<file path="src/logic/radio_status_pkg.sv">
// constants for the radio status readback bank
package radio_status_pkg;
  localparam int          ADDR_W              = 6;
  localparam int          DATA_W              = 8;
  localparam int          STATE_W             = 5;
  localparam int          COUNT_W             = 7;
  localparam int          TIMER_W             = 16;
  // register offsets
  localparam logic [5:0]  OFF_RADIO_STATE     = 6'h35;
  localparam logic [5:0]  OFF_WAKE_HIGH       = 6'h36;
  localparam logic [5:0]  OFF_WAKE_LOW        = 6'h37;
  localparam logic [5:0]  OFF_PACKET_STATUS   = 6'h38;
  localparam logic [5:0]  OFF_OSC_DAC         = 6'h39;
  localparam logic [5:0]  OFF_TX_LEVEL        = 6'h3A;
  localparam logic [5:0]  OFF_RX_LEVEL        = 6'h3B;
  localparam logic [5:0]  OFF_RC_CAL_ONE      = 6'h3C;
  localparam logic [5:0]  OFF_RC_CAL_ZERO     = 6'h3D;
  // packet_and_pin_status field positions
  localparam int          BIT_CRC_OK          = 7;
  localparam int          BIT_CARRIER         = 6;
  localparam int          BIT_PQT_MET         = 5;
  localparam int          BIT_CHANNEL_CLEAR   = 4;
  localparam int          BIT_FRAME_START     = 3;
  localparam int          BIT_PIN_TWO         = 2;
  localparam int          BIT_PIN_ZERO        = 0;
  // queue level fields
  localparam int          BIT_QUEUE_FLAG      = 7;
  // radio state codes
  localparam logic [4:0]  ST_IDLE             = 5'h01;
  localparam logic [4:0]  ST_RX               = 5'h0D;
  localparam logic [4:0]  ST_RX_END           = 5'h0E;
  localparam logic [4:0]  ST_RX_RST           = 5'h0F;
  localparam logic [4:0]  ST_RX_OVERFLOW      = 5'h11;
  localparam logic [4:0]  ST_FSTXON           = 5'h12;
  localparam logic [4:0]  ST_TX               = 5'h13;
  localparam logic [4:0]  ST_TX_END           = 5'h14;
  localparam logic [4:0]  ST_TX_UNDERFLOW     = 5'h16;
  // reset values
  localparam logic [7:0]  RESET_BYTE          = 8'h00;
  localparam logic [4:0]  RESET_STATE         = 5'h00;
endpackage

</file>
<file path="src/logic/status_view_if.sv">
// carrier between the status bank and its read decoder
interface status_view_if;
  logic [7:0] radio_state;
  logic [7:0] wake_high;
  logic [7:0] wake_low;
  logic [7:0] packet_status;
  logic [7:0] osc_dac;
  logic [7:0] tx_level;
  logic [7:0] rx_level;
  logic [7:0] rc_cal_one;
  logic [7:0] rc_cal_zero;
  logic [5:0] addr;
  logic [7:0] rdata;
  logic       hit;
  modport bank (output radio_state, wake_high, wake_low, packet_status, osc_dac,
                output tx_level, rx_level, rc_cal_one, rc_cal_zero, addr,
                input rdata, hit);
  modport decoder (input radio_state, wake_high, wake_low, packet_status, osc_dac,
                   input tx_level, rx_level, rc_cal_one, rc_cal_zero, addr,
                   output rdata, hit);
endinterface

</file>
<file path="src/logic/radio_status_readback.sv">
// read-only status register bank of the radio transceiver
module radio_status_readback
  import radio_status_pkg::*;
#(
  parameter int PQI_W = 8
) (
  input  wire logic               clock_i,
  input  wire logic               nrst_i,
  // register access port behind the serial interface
  input  wire logic [ADDR_W-1:0]  reg_addr_i,
  input  wire logic               reg_read_i,
  input  wire logic               reg_write_i,
  input  wire logic [DATA_W-1:0]  reg_wdata_i,
  output logic      [DATA_W-1:0]  reg_rdata_o,
  output logic                    reg_rvalid_o,
  output logic                    reg_error_o,
  // radio control state
  input  wire logic [STATE_W-1:0] radio_state_field_i,
  // packet engine events
  input  wire logic               crc_check_i,
  input  wire logic               crc_match_i,
  input  wire logic               carrier_sense_i,
  input  wire logic [PQI_W-1:0]   preamble_quality_index_i,
  input  wire logic [PQI_W-1:0]   preamble_quality_threshold_i,
  input  wire logic               channel_clear_i,
  input  wire logic               sync_detected_i,
  input  wire logic               packet_end_i,
  input  wire logic               packet_discard_i,
  // general output pins, raw level before inversion
  input  wire logic               pin_two_raw_i,
  input  wire logic               pin_zero_raw_i,
  input  wire logic               pin_two_invert_i,
  input  wire logic               pin_zero_invert_i,
  output logic                    output_pin_two_level_o,
  output logic                    output_pin_zero_level_o,
  // timer, queues, calibration
  input  wire logic [TIMER_W-1:0] wake_timer_i,
  input  wire logic               transmit_queue_underrun_i,
  input  wire logic [COUNT_W-1:0] transmit_byte_count_i,
  input  wire logic               receive_queue_overrun_i,
  input  wire logic [COUNT_W-1:0] receive_byte_count_i,
  input  wire logic [COUNT_W-1:0] rc_cal_one_i,
  input  wire logic [COUNT_W-1:0] rc_cal_zero_i,
  input  wire logic [DATA_W-1:0]  oscillator_dac_i
);

  status_view_if view ();

  // registered status images, one cycle behind their inputs
  logic [STATE_W-1:0] radio_state_field;
  logic [STATE_W-1:0] prev_state;
  logic               crc_ok;
  logic               carrier;
  logic               preamble_quality_met;
  logic               channel_clear;
  logic               frame_start_flag;
  logic               pin_two_level;
  logic               pin_zero_level;
  logic [TIMER_W-1:0] wake_timer;
  logic               transmit_queue_underrun;
  logic [COUNT_W-1:0] transmit_byte_count;
  logic               receive_queue_overrun;
  logic [COUNT_W-1:0] receive_byte_count;
  logic [COUNT_W-1:0] rc_cal_one;
  logic [COUNT_W-1:0] rc_cal_zero;
  logic [DATA_W-1:0]  oscillator_dac;

  // decoded events and next values
  logic               in_rx;
  logic               in_tx;
  logic               rx_entry;
  logic               idle_entry;
  logic               quality_low;
  logic               next_crc_ok;
  logic               next_frame_start;
  logic               next_pqt;
  logic               write_refused;
  logic               read_unmapped;

  function automatic logic is_rx_state(input logic [STATE_W-1:0] s);
    return (s == ST_RX) || (s == ST_RX_END) || (s == ST_RX_RST);
  endfunction

  // transmit operation includes the synthesizer-on and underflow states
  function automatic logic is_tx_state(input logic [STATE_W-1:0] s);
    return (s == ST_FSTXON) || (s == ST_TX) || (s == ST_TX_END) || (s == ST_TX_UNDERFLOW);
  endfunction

  // state transitions seen against the registered copy of the state
  assign in_rx       = is_rx_state(radio_state_field_i);
  assign in_tx       = is_tx_state(radio_state_field_i);
  // a restart passes through the reset sub-state, so it counts as an entry
  assign rx_entry    = ((radio_state_field_i == ST_RX) && (prev_state != ST_RX) && (prev_state != ST_RX_END))
                     || ((radio_state_field_i == ST_RX_RST) && (prev_state != ST_RX_RST));
  assign idle_entry  = (radio_state_field_i == ST_IDLE) && (prev_state != ST_IDLE);
  assign quality_low = preamble_quality_index_i < preamble_quality_threshold_i;
  // write data is never stored, so a write is refused whatever it carries
  assign write_refused = reg_write_i;
  assign read_unmapped = reg_read_i && !view.hit;

  // radio state image seen by the host
  always_ff @(posedge clock_i or negedge nrst_i) begin
    if (!nrst_i) begin
      radio_state_field <= RESET_STATE;
    end else begin
      radio_state_field <= radio_state_field_i;
    end
  end

  // separate copy for edge detection; resetting to the sleep code means a first
  // idle or receive state after reset counts as an entry, which only clears flags
  always_ff @(posedge clock_i or negedge nrst_i) begin
    if (!nrst_i) begin
      prev_state <= RESET_STATE;
    end else begin
      prev_state <= radio_state_field_i;
    end
  end

  // checksum flag: a comparison in the entry cycle wins over the clear
  always_comb begin
    next_crc_ok = crc_ok;
    if (rx_entry) begin
      next_crc_ok = 1'b0;
    end
    if (crc_check_i) begin
      next_crc_ok = crc_match_i;
    end
  end

  always_ff @(posedge clock_i or negedge nrst_i) begin
    if (!nrst_i) begin
      crc_ok <= 1'b0;
    end else begin
      crc_ok <= next_crc_ok;
    end
  end

  // carrier sense follows the detector, forced low on idle entry
  always_ff @(posedge clock_i or negedge nrst_i) begin
    if (!nrst_i) begin
      carrier <= 1'b0;
    end else begin
      carrier <= carrier_sense_i && !idle_entry;
    end
  end

  // preamble quality: live in ST_RX, held outside it but cleared once the index falls below the threshold
  always_comb begin
    next_pqt = preamble_quality_met;
    if (radio_state_field_i == ST_RX) begin
      next_pqt = !quality_low;
    end else if (quality_low) begin
      next_pqt = 1'b0;
    end
  end

  always_ff @(posedge clock_i or negedge nrst_i) begin
    if (!nrst_i) begin
      preamble_quality_met <= 1'b0;
    end else begin
      preamble_quality_met <= next_pqt;
    end
  end

  // clear channel indication has no side effects
  always_ff @(posedge clock_i or negedge nrst_i) begin
    if (!nrst_i) begin
      channel_clear <= 1'b0;
    end else begin
      channel_clear <= channel_clear_i;
    end
  end

  // frame start: sync in receive sets it; end, discard, overflow or any transmit state clear it, transmit winning over sync
  always_comb begin
    next_frame_start = frame_start_flag;
    if (packet_end_i || packet_discard_i) begin
      next_frame_start = 1'b0;
    end
    if (radio_state_field_i == ST_RX_OVERFLOW) begin
      next_frame_start = 1'b0;
    end
    if (in_rx && sync_detected_i) begin
      next_frame_start = 1'b1;
    end
    if (in_tx) begin
      next_frame_start = 1'b0;
    end
  end

  always_ff @(posedge clock_i or negedge nrst_i) begin
    if (!nrst_i) begin
      frame_start_flag <= 1'b0;
    end else begin
      frame_start_flag <= next_frame_start;
    end
  end

  // pin status keeps the raw level whatever the inversion setting
  always_ff @(posedge clock_i or negedge nrst_i) begin
    if (!nrst_i) begin
      pin_two_level  <= 1'b0;
      pin_zero_level <= 1'b0;
    end else begin
      pin_two_level  <= pin_two_raw_i;
      pin_zero_level <= pin_zero_raw_i;
    end
  end

  // pad outputs carry the inversion; they are not part of the status image
  always_ff @(posedge clock_i or negedge nrst_i) begin
    if (!nrst_i) begin
      output_pin_two_level_o  <= 1'b0;
      output_pin_zero_level_o <= 1'b0;
    end else begin
      output_pin_two_level_o  <= pin_two_raw_i ^ pin_two_invert_i;
      output_pin_zero_level_o <= pin_zero_raw_i ^ pin_zero_invert_i;
    end
  end

  // snapshot of timer, queue and calibration values
  // both timer bytes are sampled together, but each read takes the image of its own cycle, so a read pair
  // can see a torn carry even when the host reads them in consecutive cycles; no read latch is provided
  always_ff @(posedge clock_i or negedge nrst_i) begin
    if (!nrst_i) begin
      wake_timer <= '0;
    end else begin
      wake_timer <= wake_timer_i;
    end
  end

  // queue flags are sampled live; clearing them is the queue logic's job
  always_ff @(posedge clock_i or negedge nrst_i) begin
    if (!nrst_i) begin
      transmit_queue_underrun <= 1'b0;
      transmit_byte_count     <= '0;
    end else begin
      transmit_queue_underrun <= transmit_queue_underrun_i;
      transmit_byte_count     <= transmit_byte_count_i;
    end
  end

  always_ff @(posedge clock_i or negedge nrst_i) begin
    if (!nrst_i) begin
      receive_queue_overrun <= 1'b0;
      receive_byte_count    <= '0;
    end else begin
      receive_queue_overrun <= receive_queue_overrun_i;
      receive_byte_count    <= receive_byte_count_i;
    end
  end

  always_ff @(posedge clock_i or negedge nrst_i) begin
    if (!nrst_i) begin
      rc_cal_one  <= '0;
      rc_cal_zero <= '0;
    end else begin
      rc_cal_one  <= rc_cal_one_i;
      rc_cal_zero <= rc_cal_zero_i;
    end
  end

  // test-only view of the oscillator tuning word
  always_ff @(posedge clock_i or negedge nrst_i) begin
    if (!nrst_i) begin
      oscillator_dac <= RESET_BYTE;
    end else begin
      oscillator_dac <= oscillator_dac_i;
    end
  end

  // register images, unused bits zero
  always_comb begin
    view.radio_state                      = {3'b000, radio_state_field};
    view.wake_high                        = wake_timer[15:8];
    view.wake_low                         = wake_timer[7:0];
    view.packet_status                    = RESET_BYTE;
    view.packet_status[BIT_CRC_OK]        = crc_ok;
    view.packet_status[BIT_CARRIER]       = carrier;
    view.packet_status[BIT_PQT_MET]       = preamble_quality_met;
    view.packet_status[BIT_CHANNEL_CLEAR] = channel_clear;
    view.packet_status[BIT_FRAME_START]   = frame_start_flag;
    view.packet_status[BIT_PIN_TWO]       = pin_two_level;
    view.packet_status[BIT_PIN_ZERO]      = pin_zero_level;
    view.osc_dac                          = oscillator_dac;
    view.tx_level                         = {transmit_queue_underrun, transmit_byte_count};
    view.rx_level                         = {receive_queue_overrun, receive_byte_count};
    view.rc_cal_one                       = {1'b0, rc_cal_one};
    view.rc_cal_zero                      = {1'b0, rc_cal_zero};
    view.addr                             = reg_addr_i;
  end

  status_read_decoder u_decoder (
    .view (view.decoder)
  );

  // read port: data one cycle after the strobe; writes change nothing
  always_ff @(posedge clock_i or negedge nrst_i) begin
    if (!nrst_i) begin
      reg_rvalid_o <= 1'b0;
    end else begin
      reg_rvalid_o <= reg_read_i;
    end
  end

  // read data holds until the next read, so a slow host may pick it up later
  always_ff @(posedge clock_i or negedge nrst_i) begin
    if (!nrst_i) begin
      reg_rdata_o <= RESET_BYTE;
    end else begin
      if (reg_read_i) begin
        reg_rdata_o <= view.rdata;
      end
    end
  end

  // write data is discarded; a write or an unmapped read is flagged for one cycle
  always_ff @(posedge clock_i or negedge nrst_i) begin
    if (!nrst_i) begin
      reg_error_o <= 1'b0;
    end else begin
      reg_error_o <= write_refused || read_unmapped;
    end
  end

endmodule // radio_status_readback

</file>
<file path="src/logic/status_read_decoder.sv">
// address decode and read multiplexer for the status bank
module status_read_decoder
  import radio_status_pkg::*;
(
  status_view_if.decoder view
);

  function automatic logic is_mapped(input logic [5:0] a);
    return (a >= OFF_RADIO_STATE) && (a <= OFF_RC_CAL_ZERO);
  endfunction

  always_comb begin
    view.hit   = is_mapped(view.addr);
    view.rdata = RESET_BYTE;
    if (is_mapped(view.addr)) begin
      case (view.addr)
        OFF_RADIO_STATE:   view.rdata = view.radio_state;
        OFF_WAKE_HIGH:     view.rdata = view.wake_high;
        OFF_WAKE_LOW:      view.rdata = view.wake_low;
        OFF_PACKET_STATUS: view.rdata = view.packet_status;
        OFF_OSC_DAC:       view.rdata = view.osc_dac;
        OFF_TX_LEVEL:      view.rdata = view.tx_level;
        OFF_RX_LEVEL:      view.rdata = view.rx_level;
        OFF_RC_CAL_ONE:    view.rdata = view.rc_cal_one;
        OFF_RC_CAL_ZERO:   view.rdata = view.rc_cal_zero;
        default:           view.rdata = RESET_BYTE;
      endcase
    end
  end

endmodule // status_read_decoder

</file>
<file path="config.mk">
export PLATFORM = sky130hd
export DESIGN_NAME = radio_status_readback
export DESIGN_NICKNAME = d
export VERILOG_FILES = /design/src/logic/radio_status_pkg.sv /design/src/logic/status_view_if.sv /design/src/logic/radio_status_readback.sv /design/src/logic/status_read_decoder.sv
export SDC_FILE = /design/constraint.sdc
export NUM_CORES = 1
export LEC_CHECK = 0
export BUFFER_PORTS_ARGS = -buffer_cell sky130_fd_sc_hd__buf_2
export CELL_PAD_IN_SITES_DETAIL_PLACEMENT = 0
export CELL_PAD_IN_SITES_GLOBAL_PLACEMENT = 2
export CORE_MARGIN = 2
export CORE_UTILIZATION = 30
export DETAILED_ROUTE_END_ITERATION = 6
export GPL_ROUTABILITY_DRIVEN = 0
export GPL_TIMING_DRIVEN = 0
export PLACE_DENSITY = 0.81
export SYNTH_ARGS = -nofsm -noshare
export SYNTH_HDL_FRONTEND = slang
export SYNTH_SLANG_ARGS = --single-unit
</file>
<file path="constraint.sdc">
create_clock -name clock_i -period 2.7 [get_ports clock_i]
set_clock_uncertainty 0.05 [all_clocks]
set_input_delay 0.27 -clock clock_i [delete_from_list [all_inputs] [get_ports clock_i]]
set_output_delay 0.27 -clock clock_i [all_outputs]
set_load 0.01 [all_outputs]
</file>
Yosys cells after proc, flatten, opt, wreduce, memory -nomap -nowiden

Cells that the tools add are included.

Output and inout bits: 12
Bits in registers: 78
Input bits: 104
Word-level logic and storage cells: 80

$lt $le $gt $ge: 3
Bitwise gates (word level): 2
Reduce and logical (&&, ||, !) cells: 22
Mux-type cells: 10
Equal/unequal tests: 22

Operators with widths:

| cell                 | number |
|---|---|
| $pmux W8 S9          | 1 |
| $eq A6 B6 Y1 const B | 9 |
| $eq A5 B5 Y1 const B | 5 |
| $eq A5 B4 Y1 const B | 3 |
| $ne A5 B4 Y1 const B | 3 |
| $logic_and A1 B1 Y1  | 8 |
| $logic_or A1 B1 Y1   | 8 |
| $lt A8 B8 Y1         | 1 |
| $mux W1              | 8 |
| $mux W8              | 1 |
| $ge A6 B6 Y1 const B | 1 |
| $le A6 B6 Y1 const B | 1 |
| $eq A5 B1 Y1 const B | 1 |
| $ne A5 B1 Y1 const B | 1 |
| $reduce_bool A2 Y1   | 2 |
| $reduce_bool A4 Y1   | 1 |
| $logic_not A1 Y1     | 3 |
| $xor A1 B1 Y1        | 2 |

Logic depth before layout (Yosys ltp)

Depth in word-level cells: 6
Depth in mapped cells: 7
Mapped depth without buffers: 6

Cells and area by module

From an unflattened synthesis, not the netlist that was laid out.

Cells, all modules: 238
Area, all modules: 3216.8 µm²

By module, submodules not included:

| module                | area an instance (µm²) | sequential area each (µm²) | instances | cells an instance |
|---|---|---|---|---|
| radio_status_readback | 2389.8                 | 1951.9                     | 1         | 138 |
| status_read_decoder   | 827.0                  | 0.0                        | 1         | 100 |

Worst setup path after synthesis

OpenSTA, ideal clock, no wires.

Path type: input to register
Start: in reg_addr_i[0]
End: reg reg_rdata_o[7]
Stages: 5
Arrival time: 1247 ps
Setup time: 137 ps
Setup slack: 1266 ps
Path through: buf_4 > mux2_2 > and3_1 > a311oi_1 > a21oi_1

Cells in the longest elaborated chain, start to end: 3
Elaborated cells on any way between the ends: 14
Classes of those cells: 2 x order compare; 9 x eq/ne; 2 x mux; 1 x reduce/logical

RTL lines:

| what                                                      | line                                                | RTL |
|---|---|---|
| from (decl)                                               | radio_status_readback.sv:10                         | `input wire logic [ADDR_W-1:0] reg_addr_i,` |
| $ge A6 B6 Y1, or another cell as far along                | status_read_decoder.sv:9                            | `return (a >= OFF_RADIO_STATE) && (a <= OFF_RC_CAL_ZERO);` |
| $logic_and A1 B1 Y1 / $pmux W8 S9 (equally long branches) | status_read_decoder.sv:9, status_read_decoder.sv:16 |  |
| $mux W8 (*)                                               | status_read_decoder.sv:15                           | `if (is_mapped(view.addr)) begin` |
| to (signal assigned)                                      | radio_status_readback.sv:313                        | `reg_rdata_o <= view.rdata;` |
| to (decl)                                                 | radio_status_readback.sv:14                         | `output logic [DATA_W-1:0] reg_rdata_o,` |

Mark *: on every way between the ends. The rest lies on a longest branch, timed or not.
A chain may end at the register's enable or synchronous reset.

==> results_dict.tcl <==
set metrics [dict create \
    fin_crit_ns 1.59 \
    synth_cell_types 42 \
    setup-tns-final_ns 0 \
    rsz0062_at_grt "no" \
    multi_input_area_um2 977 \
    hold_end "prev_state[4]" \
    hold_class "in -> reg" \
    switchingPower_uw 583 \
    final_cell_count_no_fill 535 \
    synthTopCellsByArea "dfrtp_1 (64%), mux2_2 (3.7%), ha_1 (2.9%)" \
    power.share.sequential_pct 48.1 \
    worstPathRequired_ns 2.92 \
    crit_path_start_kind "primary input" \
    crit_path_frequent_cell "clkbuf_1" \
    cts_sinks 78 \
    vias 2393 \
    p_total_mw 2.61 \
    synth.top_cell.area_share_pct 64.5 \
    path_depth 6 \
    ff_latch_area_um2 1950 \
    ant_nets 0 \
    final_common_cell "buf_2" \
    syn_inst 220 \
    tightest_slew_ns 0.479 \
    max-slew-margin-rel_pct 67.3 \
    yosysSeqAreaShare_pct 64.5 \
    crit_family "buffers and inverters" \
    cpPeakStageDelay_ns 0.52 \
    hold_depth 1 \
    dpl.hpwl_um 5470 \
    clockPowerShare_pct 39.1 \
    num-fill-cells 905 \
    max-cap-violations 0 \
    r2r-end "reg_rdata_o[3]" \
    setup_viol_count_final 0 \
    slew_viol_final 0 \
    post_cts_resized 0 \
    drc 0 \
    routedWlPerCell_um 14.9 \
    dr.pass1.iters 4 \
    drtIter0Drc 72 \
    final_cell_mix "buf_2 (109), dfrtp_1 (78), dlygate4sd3_1 (60)" \
    start_util_pct 31.0 \
    fp.dieH_um 104 \
    cts_tree "yes" \
    p_leak_nw 2.15 \
    die_w_um 104 \
    synthesis.area_um2 3030 \
    comb_power_share_pct 12.8 \
    cts_root_buf "clkbuf_8" \
    end_kind "flop" \
    drive_gt1_share_pct 36.8 \
    cp.arrival_ns 1.81 \
    grt_pass1_wl_um 13400 \
    antenna_found_initial 0 \
    numCtsBuffers 9 \
    yosysTopAreaCell "dfrtp_1" \
    async_flop_share_pct 100 \
    clk_pin_slew_worst_paths_ns 0.08 \
    synth_fp_nets 331 \
    grt_pass1_vias 2698 \
    power_density_nw_per_um2 569 \
    grt_overflow_total 0 \
    core_area_um2 9770 \
    diodes 0 \
    setup_ws_ns 1.11 \
    worstSkewPairLatency_ns 0.35 \
    dp.cells 460 \
    rr_worst_depth 4 \
    path_cells "dlygate4sd3_1, buf_2, clkbuf_1, clkbuf_1, nor2_1, a21oi_1" \
    ff2ff_setup_slack_ns 1.18 \
    avgSynthCellArea_um2 13.8 \
    synth_flop_cell "dfrtp_1" \
    area_growth_pct 51.4 \
    place_ws_ns 0.921 \
    finalCritPeriodShare_pct 58.9 \
    path_max_fanout 10 \
    synth_edf_count 0 \
    fin_nets 509 \
    wirelength_um 7980 \
    p_int_mw 2.03 \
    via_per_inst 4.47 \
    path_buf_inv 4 \
    status "complete, no violations" \
    yosys_warnings 0 \
    grt_start_max_net_pins 41 \
    htreeDepth 3 \
    clockBufferDepth 2 \
    p_sw_share_pct 22.4 \
    hold_viol_final 0 \
    ios 116 \
    grt_util_all_layers_pct 16.0 \
    crit_path_top_delay_cell "dlygate4sd3_1" \
    timing.fmax_mhz 629 \
    ys_ff_latch 78 \
    final_core_util_pct 46.9 \
    min-delay-start "radio_state_field_i[4]" \
    place.port_buffers 106 \
    reg2reg_from "prev_state[3]" \
    vdd_drop_max_uv 319 \
    path_class "in -> reg" \
    die_area_um2 10900 \
    fp-row-count 36 \
]
[final cells by class]
| class | instances | area share, % |
|---|---|---|
| plain buffers | 11 | 1.50 |
| clock buffers | 9 | 2.70 |
| clock inverters | 6 | 2.43 |
| inverters | 8 | 0.655 |
| multi-input cells | 123 | 21.3 |
| flip-flops and latches | 78 | 42.6 |
| well taps | 133 | 3.63 |
| repair buffers | 167 | 25.2 |
[kinds of logic after synthesis]
group / share of synthesized area, %
buf+inv: 3.26
mux: 7.36
xor+xnor: 0.868
compound gates: 12.5
fa+ha+maj: 2.89
flops: 64.5
simple gates: 8.68
[power by group through the flow]
stage          combinational [mW]  clock, mW  sequential (mW)
6_report                    0.333       1.02             1.25
5_1_grt                     0.373       1.10             1.26
4_1_cts                     0.336       1.05             1.26
3_5_place_dp                0.269          0             1.28
3_3_place_gp                0.262          0             1.28
2_1_floorplan               0.111          0             1.28
[per-stage QoR]
stage / hold WS [ns] / area [µm²]
floorplan: -0.0756 / 3030
global placement: 0.329 / 3720
detailed placement: 0.225 / 3750
CTS: 0.0128 / 4580
global route: 0.0196 / 4580
finish: 0.0329 / 4580
[routing by layer]
metal  share of wire, %  global-route usage (%)  vias up
met5                  0                       0        -
met4                1.2                    3.96        0
met3                5.1                    4.82        7
met2                 52                    27.9       74
met1                 42                    19.3     1154
li1                   -                       -     1158
[sequential cells by signal (all words and copies together) (netlist names)]
| name | cells |
|---|---|
| wake_timer | 16 |
| oscillator_dac | 8 |
| reg_rdata_o | 8 |
| rc_cal_one | 7 |
| rc_cal_zero | 7 |
| receive_byte_count | 7 |
| transmit_byte_count | 7 |
| prev_state | 5 |
| carrier | 1 |
| channel_clear | 1 |
| crc_ok | 1 |
| frame_start_flag | 1 |
| output_pin_two_level_o | 1 |
| output_pin_zero_level_o | 1 |
| pin_two_level | 1 |
| pin_zero_level | 1 |
| preamble_quality_met | 1 |
| receive_queue_overrun | 1 |
| reg_error_o | 1 |
| reg_rvalid_o | 1 |
| transmit_queue_underrun | 1 |
[worst max path at each step]
stage | end | slack (ns) | from
2_1_floorplan | reg_rdata_o[7] | 1.27 | reg_addr_i[0]
6_report | reg_rdata_o[5] | 1.11 | reg_read_i
3_3_place_gp | output_pin_two_level_o | 0.82 | nrst_i
4_1_cts | reg_rdata_o[5] | 1.12 | reg_read_i
5_1_grt | reg_rdata_o[2] | 0.93 | reg_read_i
3_5_place_dp | reg_rdata_o[3] | 0.92 | reg_addr_i[2]
[worst register-to-register path, stage by stage, from the launching register on]
cell	delay (ns)
dfrtp_1	0.40
mux2_4	0.27
a22o_1	0.18
a222oi_1	0.34
a31oi_1	0.14
[Yosys cell counts, types with 4 or more instances]
library cell / n
mux2_2: 10
nand2_1: 10
buf_4: 4
nor2_1: 11
dfrtp_1: 78
a31oi_1: 5
a32oi_1: 6
nand2b_1: 5
a21oi_1: 9
ha_1: 7
a22o_1: 8
a22oi_1: 5
mux2i_1: 5
buf_2: 4
inv_1: 8
[what timing repair did]
action	in CTS	in global routing
hold buffers	60	0
setup endpoints to repair	0	0
endpoints found under the hold margin	97	0
buffers inserted	0	0
Power figures use the tool's default switching activity.
